--- config.mk ---
export PLATFORM = sky130hd
export DESIGN_NAME = bk2cc_top
export DESIGN_NICKNAME = d
export VERILOG_FILES = /design/src/logic/bk2cc_top.v
export VERILOG_INCLUDE_DIRS = /design/src /design/src/pkg
export SDC_FILE = /design/constraint.sdc
export NUM_CORES = 1
export LEC_CHECK = 0
export BUFFER_PORTS_ARGS = -buffer_cell sky130_fd_sc_hd__buf_2
export CORE_UTILIZATION = 58
export CTS_CLUSTER_DIAMETER = 120
export DETAILED_ROUTE_END_ITERATION = 7
export PLACE_DENSITY = 0.86
export SYNTH_ARGS = -nofsm -noshare
export SYNTH_HDL_FRONTEND = slang
export SYNTH_SLANG_ARGS = --single-unit
--- constraint.sdc ---
create_clock -name I_SYS_CLK -period 7.2 [get_ports I_SYS_CLK]
set_clock_uncertainty 0.2 [all_clocks]
set_input_delay 1.8 -clock I_SYS_CLK [delete_from_list [all_inputs] [get_ports I_SYS_CLK]]
set_output_delay 1.8 -clock I_SYS_CLK [all_outputs]
set_load 0.05 [all_outputs]
--- src/pkg/bk2cc_consts.vh ---
// bk2cc_consts.vh: offsets, indices, reset values, code limits and timing counts
// for the second buck converter control block; included by logic/bk2cc_top.v
`ifndef BK2CC_CONSTS_VH
`define BK2CC_CONSTS_VH

// register byte offsets (index times four; printed indices are not aligned)
`define BK2CC_IDX_FAULT_HWC   16'h405c
`define BK2CC_IDX_ON_CFG      16'h405d
`define BK2CC_ADDR_FAULT_HWC  18'h1_0170
`define BK2CC_ADDR_ON_CFG     18'h1_0174
`define BK2CC_ADDR_SLEEP_V    18'h0_0000
`define BK2CC_ADDR_RAMP       18'h0_0004
`define BK2CC_ADDR_IRQ_STAT   18'h0_0008
`define BK2CC_ADDR_IRQ_MASK   18'h0_000c
`define BK2CC_ADDR_STATUS     18'h0_0010

// field reset values
`define BK2CC_RST_FAULT_HWC   16'h0300
`define BK2CC_RST_ON_CFG      16'h0100
`define BK2CC_RST_RAMP        2'h2

// voltage code limits
`define BK2CC_VCODE_MIN       7'h08
`define BK2CC_VCODE_MAX       7'h68

// ramp intervals in ns and at a 50 ns clock
`define BK2CC_CLK_NS          50
`define BK2CC_RAMP32_NS       32000
`define BK2CC_RAMP16_NS       16000
`define BK2CC_RAMP8_NS        8000
`define BK2CC_RAMP32_CYC      (`BK2CC_RAMP32_NS / `BK2CC_CLK_NS)
`define BK2CC_RAMP16_CYC      (`BK2CC_RAMP16_NS / `BK2CC_CLK_NS)
`define BK2CC_RAMP8_CYC       (`BK2CC_RAMP8_NS / `BK2CC_CLK_NS)

`endif

--- src/logic/bk2cc_top.v ---
// bk2cc_top.v: control and configuration logic of the second buck converter
// assumes one 20 MHz clock, synchronous inputs, an APB master with 32-bit data
//
// The APB interface to the registers was left to the implementer.

`include "bk2cc_consts.vh"

module bk2cc_top
#(
	parameter RAMP32_CYC = `BK2CC_RAMP32_CYC
)
(
	input  wire        I_SYS_CLK,
	input  wire        I_RST,
	input  wire        I_PSEL,
	input  wire        I_PENABLE,
	input  wire        I_PWRITE,
	input  wire [17:0] I_PADDR,
	input  wire [31:0] I_PWDATA,
	output reg         O_PREADY,
	output reg  [31:0] O_PRDATA,
	output reg         O_PSLVERR,
	input  wire        I_UV_FAULT,
	input  wire        I_HW_CTRL1,
	input  wire        I_HW_CTRL2,
	input  wire        I_HW_EN1,
	input  wire        I_HW_EN2,
	input  wire [2:0]  I_TIMESLOT,
	input  wire        I_SEQ_ACTIVE,
	input  wire        I_NV_LOAD,
	input  wire [4:0]  I_NV_VCODE,
	input  wire        I_OVERCURRENT,
	output reg         O_CONV_EN,
	output reg  [1:0]  O_CONV_MODE,
	output reg  [6:0]  O_VOUT_CODE,
	output reg  [2:0]  O_OC_LEVEL,
	output reg         O_OC_DETECT_EN,
	output reg         O_DEVICE_RESET,
	output reg         O_IRQ
);

	// register bits
	reg  [15:0] fault_hwc_r;
	reg  [15:0] on_cfg_r;
	reg  [6:0]  sleep_code_r;
	reg  [1:0]  ramp_r;
	reg  [1:0]  irq_stat_r;
	reg  [1:0]  irq_mask_r;
	reg         uv_off_r;
	reg         uv_prev_r;
	reg         oc_prev_r;
	reg  [15:0] ramp_cnt_r;
	reg  [6:0]  cur_code_r;
	reg         seq_on_r;

	// interval counts kept as integers, trimmed on purpose where used
	localparam integer RAMP16_LEN = `BK2CC_RAMP16_CYC;
	localparam integer RAMP8_LEN  = `BK2CC_RAMP8_CYC;

	wire [1:0] buck2_uv_fault_action      = fault_hwc_r[15:14];
	wire [1:0] buck2_hw_ctrl_source       = fault_hwc_r[12:11];
	wire       buck2_hw_ctrl_voltage_pick = fault_hwc_r[10];
	wire [1:0] buck2_hw_ctrl_op_mode      = fault_hwc_r[9:8];
	wire [2:0] buck2_overcurrent_level    = fault_hwc_r[6:4];
	wire       buck2_overcurrent_detect_en = fault_hwc_r[0];
	wire [2:0] buck2_startup_slot         = on_cfg_r[15:13];
	wire [1:0] buck2_normal_op_mode       = on_cfg_r[9:8];
	wire [6:0] buck2_normal_voltage_code  = on_cfg_r[6:0];

	// apb decode; access phase always ends after one wait cycle, ready the cycle after it starts
	wire        acc     = I_PSEL & I_PENABLE & ~O_PREADY;
	wire        wr      = acc & I_PWRITE;
	wire        a_fh    = (I_PADDR == `BK2CC_ADDR_FAULT_HWC);
	wire        a_on    = (I_PADDR == `BK2CC_ADDR_ON_CFG);
	wire        a_slp   = (I_PADDR == `BK2CC_ADDR_SLEEP_V);
	wire        a_rmp   = (I_PADDR == `BK2CC_ADDR_RAMP);
	wire        a_ist   = (I_PADDR == `BK2CC_ADDR_IRQ_STAT);
	wire        a_imk   = (I_PADDR == `BK2CC_ADDR_IRQ_MASK);
	wire        a_sts   = (I_PADDR == `BK2CC_ADDR_STATUS);
	wire        mapped  = a_fh | a_on | a_slp | a_rmp | a_ist | a_imk | a_sts;

	// hardware control selection
	reg hw_active;
	always @*
	begin
		case (buck2_hw_ctrl_source)
			2'h1:    hw_active = I_HW_CTRL1;
			2'h2:    hw_active = I_HW_CTRL2;
			2'h3:    hw_active = I_HW_CTRL1 | I_HW_CTRL2;
			default: hw_active = 1'b0;
		endcase
	end

	// start slot decode; timeslot enables are latched by the sequencer
	reg slot_en;
	always @*
	begin
		case (buck2_startup_slot)
			3'h0:    slot_en = 1'b0;
			3'h6:    slot_en = I_HW_EN1;
			3'h7:    slot_en = I_HW_EN2;
			default: slot_en = seq_on_r;
		endcase
	end

	// effective target and mode; hw control overrides while asserted
	wire [6:0] tgt_raw = (hw_active && buck2_hw_ctrl_voltage_pick) ?
		sleep_code_r : buck2_normal_voltage_code;
	wire [1:0] mode_eff = hw_active ? buck2_hw_ctrl_op_mode
		: buck2_normal_op_mode;
	// clamp below 08h and above 68h
	wire [6:0] tgt = (tgt_raw < `BK2CC_VCODE_MIN) ? `BK2CC_VCODE_MIN :
		(tgt_raw > `BK2CC_VCODE_MAX) ? `BK2CC_VCODE_MAX : tgt_raw;
	wire hw_off = hw_active && (buck2_hw_ctrl_op_mode == 2'h1);
	wire en_nxt = slot_en & ~hw_off & ~uv_off_r;

	// ramp interval in cycles per step
	reg [15:0] ramp_len;
	always @*
	begin
		case (ramp_r)
			2'h0:    ramp_len = RAMP32_CYC[15:0];
			2'h1:    ramp_len = RAMP16_LEN[15:0];
			2'h2:    ramp_len = RAMP8_LEN[15:0];
			default: ramp_len = 16'h0001;
		endcase
	end

	wire uv_rise = I_UV_FAULT & ~uv_prev_r;
	wire oc_rise = I_OVERCURRENT & ~oc_prev_r & buck2_overcurrent_detect_en;
	wire [1:0] ev = {oc_rise, uv_rise};

	// apb slave and register writes
	always @(posedge I_SYS_CLK)
	begin
		if (I_RST)
		begin
			O_PREADY     <= 1'b0;
			O_PRDATA     <= 32'h0000_0000;
			O_PSLVERR    <= 1'b0;
			fault_hwc_r  <= `BK2CC_RST_FAULT_HWC;
			on_cfg_r     <= `BK2CC_RST_ON_CFG;
			sleep_code_r <= 7'h00;
			ramp_r       <= `BK2CC_RST_RAMP;
			irq_mask_r   <= 2'h0;
		end
		else
		begin
			O_PREADY  <= acc;
			O_PSLVERR <= acc & ~mapped;
			if (I_NV_LOAD)
				on_cfg_r[6:2] <= I_NV_VCODE;
			if (wr && a_fh)
				fault_hwc_r <= I_PWDATA[15:0] & 16'hdf71;
			if (wr && a_on && !I_NV_LOAD)
				on_cfg_r <= I_PWDATA[15:0] & 16'he37f;
			if (wr && a_slp)
				sleep_code_r <= I_PWDATA[6:0];
			if (wr && a_rmp)
				ramp_r <= I_PWDATA[1:0];
			if (wr && a_imk)
				irq_mask_r <= I_PWDATA[1:0];
			if (acc && !I_PWRITE)
			begin
				if (a_fh)
					O_PRDATA <= {16'h0000, fault_hwc_r};
				else if (a_on)
					O_PRDATA <= {16'h0000, on_cfg_r};
				else if (a_slp)
					O_PRDATA <= {25'h0, sleep_code_r};
				else if (a_rmp)
					O_PRDATA <= {30'h0, ramp_r};
				else if (a_ist)
					O_PRDATA <= {30'h0, irq_stat_r};
				else if (a_imk)
					O_PRDATA <= {30'h0, irq_mask_r};
				else if (a_sts)
					O_PRDATA <= {16'h0, O_CONV_EN, uv_off_r, hw_active,
						cur_code_r, O_CONV_MODE, 4'h0};
				else
					O_PRDATA <= 32'h0000_0000;
			end
		end
	end

	// sticky status; a new event wins over a write-one clear
	always @(posedge I_SYS_CLK)
	begin
		if (I_RST)
		begin
			irq_stat_r <= 2'h0;
			O_IRQ      <= 1'b0;
			uv_prev_r  <= 1'b0;
			oc_prev_r  <= 1'b0;
		end
		else
		begin
			uv_prev_r  <= I_UV_FAULT;
			oc_prev_r  <= I_OVERCURRENT;
			irq_stat_r <= (irq_stat_r & ~((wr && a_ist) ? I_PWDATA[1:0]
				: 2'h0)) | ev;
			O_IRQ <= |(((irq_stat_r & ~((wr && a_ist) ? I_PWDATA[1:0]
				: 2'h0)) | ev) & irq_mask_r);
		end
	end

	// fault action, start sequence latch, outputs
	always @(posedge I_SYS_CLK)
	begin
		if (I_RST)
		begin
			uv_off_r       <= 1'b0;
			seq_on_r       <= 1'b0;
			O_DEVICE_RESET <= 1'b0;
			O_CONV_EN      <= 1'b0;
			O_CONV_MODE    <= 2'h1;
			O_OC_LEVEL     <= 3'h0;
			O_OC_DETECT_EN <= 1'b0;
		end
		else
		begin
			if (uv_rise && buck2_uv_fault_action == 2'h1)
				uv_off_r <= 1'b1;
			else if (!slot_en)
				uv_off_r <= 1'b0; // re-arm once enable drops
			// reserved action 11 behaves as ignore
			O_DEVICE_RESET <= uv_rise && (buck2_uv_fault_action == 2'h2);
			if (buck2_startup_slot == 3'h0 || buck2_startup_slot > 3'h5)
				seq_on_r <= 1'b0;
			else if (I_SEQ_ACTIVE && I_TIMESLOT == buck2_startup_slot)
				seq_on_r <= 1'b1;
			O_CONV_EN      <= en_nxt;
			O_CONV_MODE    <= mode_eff;
			O_OC_LEVEL     <= buck2_overcurrent_level;
			O_OC_DETECT_EN <= buck2_overcurrent_detect_en;
		end
	end

	// voltage ramp, one 12.5 mV code per interval toward target; ramp setting 3 loads the target at once
	always @(posedge I_SYS_CLK)
	begin
		if (I_RST)
		begin
			ramp_cnt_r  <= 16'h0000;
			cur_code_r  <= `BK2CC_VCODE_MIN;
			O_VOUT_CODE <= `BK2CC_VCODE_MIN;
		end
		else
		begin
			O_VOUT_CODE <= cur_code_r;
			if (ramp_r == 2'h3)
			begin
				cur_code_r <= tgt;
				ramp_cnt_r <= 16'h0000;
			end
			else if (cur_code_r == tgt)
				ramp_cnt_r <= 16'h0000;
			else if (ramp_cnt_r >= ramp_len - 16'h0001)
			begin
				ramp_cnt_r <= 16'h0000;
				cur_code_r <= (cur_code_r < tgt) ? cur_code_r + 7'h01
					: cur_code_r - 7'h01;
			end
			else
				ramp_cnt_r <= ramp_cnt_r + 16'h0001;
		end
	end

endmodule // bk2cc_top

==> metrics.cfg, run 1 <==
[global_route]
grt.total_usage_pct=29.5
grt_pass1_wl_um=20200
antenna_found_initial=0
grt_pass1_vias=4335
grt_max_degree=56
grt-ovfl-total=0

[clocking]
cts_root_buf=clkbuf_8
h-tree-depth=3
cts_buffers=9
post_cts_resized=0
cts_setup_buffers=0
clockBufferDepth=2
holdBufCountCts=0
path_clk_slew_ns=0.09
clk_latency_ns=0.37
cts_tree=yes
clock-sinks=97

[timing]
finalSetupViolations=0
worst_pin_slew_ns=1.29
fin_ws_ns=1.63
timing.slew.headroom_pct=14.0
rsz0062_at_grt=no
period_minus_slack_ns=5.57
final_hold_viol_count=0
max_freq_mhz=180
tns_ns=0
drv_slew=0
period_share_pct=77.3
whs_ns=0.274

[placed_design]
dp_hpwl_um=8800
numPortBuffers=87
dp_slack_ns=1.36
routabilityCongestion=0.980
place_area_mm2=0.00530

[floorplan]
die_h_um=93.6
die_x_um=93.6
fp.coreArea_mm2=0.00818
initial_core_util_pct=59.6
die_area_mm2=0.00876
ios=121
rows=33

[min_path]
worst_hold_path.endpoint=ramp_cnt_r[0]
hp-class=flop to flop
min_delay_path_depth=1
min_from=ramp_cnt_r[0]

[worst_setup_path]
cp-end-kind=flop
path_max_fanout=10
rr_worst_depth=16
r2r_end=cur_code_r[6]
timing.rr.start=fault_hwc_r[11]
r2r_slack_ns=2.71
required_ns=7.23
criticalPathCategory=primary input to flop
cp-start-kind=primary input
cp.arrival_ns=5.60

[drt]
vias=4630
drt_pre_antenna_iters=7
drc=0
drt_iter0_drc=382
ant_nets=0
wl_um=12500
viasPerCell=6.13
wl_per_cell_um=16.5

[layout]
area_delta_synth_final_pct=12.8
drive_gt1_share_pct=18.0
final_util_pct=67.2
multi_input_area_mm2=0.00274
seq_area_mm2=0.00194
num_antenna_cells=0
fillers=687
stdcell_area_mm2=0.00549
fin_nets=740

[yosys]
ys_ff_latch=97
synth_ff_type=dfxtp_1
synth_area_per_cell_um2=8.53
yosys.cell_types.count=64
synth_cells=571
netlist_area_mm2=0.00487
synthArstFlopShare_pct=0
yosys_warnings=0
ys_seq_area_share_pct=39.9
synth_edf_count=0

[power_and_ir_drop]
p_seq_share_pct=42.1
power_density_mw_per_mm2=263
pwr-share-clk_pct=24.1
swShare_pct=36.6
p_leak_nw=2.33
p_int_mw=0.916
combPwrFrac_pct=33.8
peakVddDrop_mv=0.178
p_sw_mw=0.528

[status]
status=complete, no violations

[job]
drv_cap=0

placed cells by master, fill, tap and decap left out, types with 3 or more instances in the layout:
cell type | Yosys | final
o21ai_1 | 15 | 15
inv_6 | 0 | 3
and2_1 | 6 | 6
a21oi_1 | 48 | 48
nand3b_1 | 4 | 4
a31oi_1 | 3 | 3
mux2i_1 | 22 | 22
inv_1 | 8 | 8
nor2b_1 | 12 | 12
o211ai_1 | 3 | 3
nand2_1 | 61 | 61
and3_1 | 4 | 4
a21o_1 | 3 | 3
a221oi_1 | 13 | 13
conb_1 | 1 | 21
xor2_1 | 5 | 5
o21ai_0 | 21 | 21
nor2_1 | 50 | 50
nor3_1 | 9 | 9
or4_1 | 4 | 4
or3_1 | 3 | 3
nand3_1 | 32 | 32
a22oi_1 | 3 | 3
dfxtp_1 | 97 | 97
or2_2 | 4 | 4
nand4_1 | 6 | 6
nand2b_1 | 3 | 3
a211oi_1 | 6 | 6
nor4b_1 | 3 | 3
xnor2_1 | 10 | 10
clkbuf_8 | 0 | 10
ha_1 | 23 | 23
buf_2 | 1 | 87
nor4_1 | 5 | 5
metrics by stage:
step	std cells	power, mW
6_report	755	1.44
3_5_place_dp	739	1.10
4_1_cts	755	1.44
3_3_place_gp	739	1.07
2_1_floorplan	591	0.998
5_1_grt	755	1.53
Yosys cell counts, types with 6 or more instances:
| master | count | area share, % |
|---|---|---|
| a21oi_1 | 48 | 4.9 |
| a211oi_1 | 6 | 0.93 |
| nor2_1 | 50 | 3.9 |
| ha_1 | 23 | 5.9 |
| clkbuf_1 | 27 | 2.1 |
| nor2b_1 | 12 | 1.5 |
| nand4_1 | 6 | 0.77 |
| nand3_1 | 32 | 3.3 |
| nor3_1 | 9 | 0.93 |
| o21ai_0 | 21 | 2.2 |
| o21ai_1 | 15 | 1.5 |
| and2_1 | 6 | 0.77 |
| inv_1 | 8 | 0.62 |
| dfxtp_1 | 97 | 40 |
| nand2_1 | 61 | 4.7 |
| xnor2_1 | 10 | 1.8 |
| a221oi_1 | 13 | 2.3 |
| buf_4 | 17 | 2.6 |
| mux2i_1 | 22 | 4.5 |
area by class of cell:
type	count	area share, %
Clock buffer	10	2.51
Tap cell	105	2.39
Multi-Input combinational cell	439	49.9
Clock inverter	6	1.07
Timing Repair Buffer	89	8.20
Sequential cell	97	35.4
Inverter	9	0.615
registers in the layout (all words and copies together) (netlist names):
signal / flops
uv_off_r: 1
irq_mask_r: 2
O_CONV_MODE: 2
O_DEVICE_RESET: 1
fault_hwc_r: 11
O_IRQ: 1
oc_prev_r: 1
O_PRDATA: 16
seq_on_r: 1
cur_code_r: 7
O_VOUT_CODE: 7
on_cfg_r: 12
sleep_code_r: 7
uv_prev_r: 1
O_OC_LEVEL: 3
O_PREADY: 1
O_CONV_EN: 1
irq_stat_r: 2
ramp_cnt_r: 16
O_PSLVERR: 1
ramp_r: 2
O_OC_DETECT_EN: 1
critical path, cell delays in order:
cell	delay, ns
buf_2	0.09
a22o_1	0.32
nand2_1	0.30
a311o_1	0.39
a21oi_1	0.19
ha_1	0.27
nand4_1	0.18
a21oi_1	0.08
nor3_1	0.29
inv_1	0.20
fa_1	0.45
a211oi_1	0.26
o21bai_1	0.11
a21oi_1	0.18
xnor2_1	0.10
nor4b_1	0.31
a211oi_1	0.08
logic make-up after synthesis:
| logic type | after synthesis | synth area share, % |
|---|---|---|
| and+or+nand+nor | 218 | 22.8 |
| xor gates and xnor gates | 15 | 2.70 |
| adders and majority gates | 24 | 6.32 |
| muxes | 23 | 4.75 |
| other | 1 | 0.0770 |
| AOI/OAI and AO/OA | 138 | 17.9 |
| DFF | 97 | 39.9 |
| buffers and inverters | 55 | 5.58 |
metal layers:
metal	up-vias	global-route usage [%]	share of wire, %
met5	-	0	0
li1	2174	-	-
met3	32	6.75	9.1
met2	241	49.0	48
met4	0	12.3	2.3
met1	2183	36.6	41
power by group through the flow:
| stage | logic, mW | registers (mW) | clock network (mW) |
|---|---|---|---|
| global route | 0.540 | 0.611 | 0.375 |
| floorplan | 0.351 | 0.647 | 0 |
| finish | 0.488 | 0.608 | 0.348 |
| detailed placement | 0.476 | 0.619 | 0 |
| CTS | 0.484 | 0.607 | 0.349 |
| global placement | 0.456 | 0.619 | 0 |
worst max path at each step:
stage,from,end,slack (ns),cells past startpoint
floorplan,I_HW_CTRL1,cur_code_r[6],1.84,17
global placement,I_HW_CTRL1,cur_code_r[6],1.45,17
detailed placement,I_HW_CTRL1,cur_code_r[6],1.36,17
CTS,I_HW_CTRL1,cur_code_r[6],1.72,17
global route,I_HW_CTRL1,cur_code_r[6],1.33,17
finish,I_HW_CTRL1,cur_code_r[6],1.63,17
Power figures use the tool's default switching activity.
==> run 2, diff against run 1 <==
CORE_UTILIZATION = 48   (was 58)
PLACE_DENSITY = 0.76   (was 0.86)
clock period = 4.9 ns   (was 7.2 ns; I/O delays follow)
==> metrics.cfg, run 2 (synthesized netlist as in run 1, its figures left out) <==
[clocking]
path_clk_slew_ns=0.10  ; was 0.09 ns
clockBufferDepth=2  ; unchanged
h-tree-depth=3  ; unchanged
clock-sinks=97  ; unchanged
cts_setup_buffers=0  ; unchanged
cts_buffers=9  ; unchanged
post_cts_resized=0  ; unchanged
cts_tree=yes  ; unchanged
holdBufCountCts=0  ; unchanged
cts_root_buf=clkbuf_8  ; unchanged
clk_latency_ns=0.38  ; was 0.37 ns

[global_route]
grt_pass1_vias=4324  ; was 4,335
met2_usage_pct=39.2  ; was 49.0%
grt-ovfl-total=0  ; unchanged
antenna_found_initial=0  ; unchanged
busiest_layer=met2  ; unchanged
met1_usage_pct=31.0  ; was 36.6%
grt.total_usage_pct=24.1  ; was 29.5%
grtUsageMet3_pct=4.41  ; was 6.75%
grt_max_degree=55  ; was 56
grt_pass1_wl_um=19900  ; was 20,200 um

[worst_setup_path]
cpLargestDelayFamily=compound AO/OA/AOI/OAI gates  ; unchanged
cp-start-kind=primary input  ; unchanged
path_buf_inv=2  ; unchanged
criticalPathCategory=primary input to flop  ; unchanged
path_max_fanout=7  ; was 10
worstPathCellList=buf_2 > a22o_1 > nand2_1 > nor3_1 > a32oi_1 > ha_1 > a21oi_1 > a21oi_1 > nor3_2 > inv_1 > fa_1 > a211oi_1 > o21bai_1 > a21oi_1 > xnor2_1 > nor4b_1 > a211oi_1  ; was buf_2 > a22o_1 > nand2_1 > a311o_1 > a21oi_1 > ha_1 > nand4_1 > a21oi_1 > nor3_1 > inv_1 > fa_1 > a211oi_1 > o21bai_1 > a21oi_1 > xnor2_1 > nor4b_1 > a211oi_1
cp-end-kind=flop  ; unchanged
cp.arrival_ns=4.55  ; was 5.60 ns
required_ns=4.96  ; was 7.23 ns
critical_path.max_stage_delay_ns=0.44  ; was 0.45 ns
crit_top_cell=a21oi_1  ; unchanged
slowest_stage=fa_1  ; unchanged

[timing]
rsz0062_at_grt=no  ; unchanged
tns_ns=0  ; unchanged
max_freq_mhz=223
final_hold_viol_count=0  ; unchanged
period_minus_slack_ns=4.49
drv_slew=0  ; unchanged
period_share_pct=91.6
worst_pin_slew_ns=1.14  ; was 1.29 ns
timing.slew.headroom_pct=23.7  ; was 14.0%
whs_ns=0.273  ; was 0.274 ns
finalSetupViolations=0  ; unchanged

[power_and_ir_drop]
p_leak_nw=2.35  ; was 2.33 nW
power_density_mw_per_mm2=381  ; was 263 mW/mm2
peakVddDrop_mv=0.290  ; was 0.178 mV

[layout]
area_delta_synth_final_pct=14.5  ; was 12.8%
reg_top3=O_PRDATA: 16 flops, ramp_cnt_r: 16 flops, on_cfg_r: 12 flops  ; unchanged
fin_nets=748  ; was 740
final_cell_mix=97 x dfxtp_1, 87 x buf_2, 61 x nand2_1  ; unchanged
fillers=911  ; was 687
layout_commonest_cell=dfxtp_1  ; unchanged
num_antenna_cells=0  ; unchanged
drive_gt1_share_pct=19.0  ; was 18.0%

[floorplan]
ios=121  ; unchanged
die_x_um=103  ; was 93.6 um
fp.coreArea_mm2=0.00982  ; was 0.00818 mm2
die_area_mm2=0.0105  ; was 0.00876 mm2
die_h_um=103  ; was 93.6 um
rows=36  ; was 33
initial_core_util_pct=49.6  ; was 59.6%

[placed_design]
dp_hpwl_um=9070  ; was 8800 um
routabilityCongestion=0.877  ; was 0.980
numPortBuffers=87  ; unchanged

[job]
drv_cap=0  ; unchanged

[drt]
drt_iter0_drc=287  ; was 382
drc=0  ; unchanged
ant_nets=0  ; unchanged
vias=4580  ; was 4,630
wl_um=12300  ; was 12,500 um
viasPerCell=5.80  ; was 6.13
wl_per_cell_um=15.6  ; was 16.5 um
drt_pre_antenna_iters=5  ; was 7

[status]
status=complete, no violations  ; unchanged

[min_path]
hp-class=flop to flop  ; unchanged

run 2: final cells by class:
class | count | area, um2 | area share (%)
multi-input combinational | 439 | 2740 | 49.2
sequential | 97 | 1940 | 34.8
timing repair buffer | 97 | 510 | 9.16
tap | 133 | 166 | 2.99
clock buffer | 9 | 124 | 2.22
clock inverter | 6 | 53.8 | 0.965
inverter | 9 | 33.8 | 0.606
run 2: power by group:
part | switching, mW | total [mW] | leakage, nW | internal (mW)
sequential | 0.0546 | 0.892 | 0.790 | 0.838
clock | 0.297 | 0.487 | 0.0814 | 0.189
combinational | 0.424 | 0.748 | 1.48 | 0.324
total | 0.776 | 2.13 | 2.35 | 1.35
run 2: worst paths after layout:
kind	cells past startpoint	to	slack, ns	startpoint
worst max register to register	15	cur_code_r[6]	0.88	on_cfg_r[6]
worst min register to register	2	O_PRDATA[1]	0.27	O_PRDATA[1]
worst min-delay path	2	O_PRDATA[1]	0.27	O_PRDATA[1]
worst max-delay path	17	cur_code_r[6]	0.41	I_HW_CTRL1
run 2: through the flow:
stage          std cells  worst slack, ns  power (mW)  area (um2)  util, %
2_1_floorplan        591            0.119        1.47        4940        -
3_3_place_gp         775            0.124        1.61        5390     54.9
3_5_place_dp         775           0.0365        1.64        5390     54.9
4_1_cts              790            0.424        2.13        5570     56.7
5_1_grt              790           0.0898        2.26        5570     56.8
6_report             790            0.412        2.13        5570     56.8
run 2: metal layers:
metal / wire length (um) / part of all wire, %
met4: 312 / 2.5
met1: 5310 / 43
met2: 5820 / 47
met5: 0 / 0
met3: 882 / 7.2
run 2: worst reg2reg max path: stages, from the launching register on:
cell and delay [ns]:
dfxtp_1 0.40, nor4_1 0.48, nor2_1 0.11, a32oi_1 0.34, ha_1 0.33, a21oi_1 0.14, a21oi_1 0.09, nor3_2 0.22
inv_1 0.13, fa_1 0.44, a211oi_1 0.25, o21bai_1 0.12, a21oi_1 0.19, xnor2_1 0.10, nor4b_1 0.30, a211oi_1 0.08
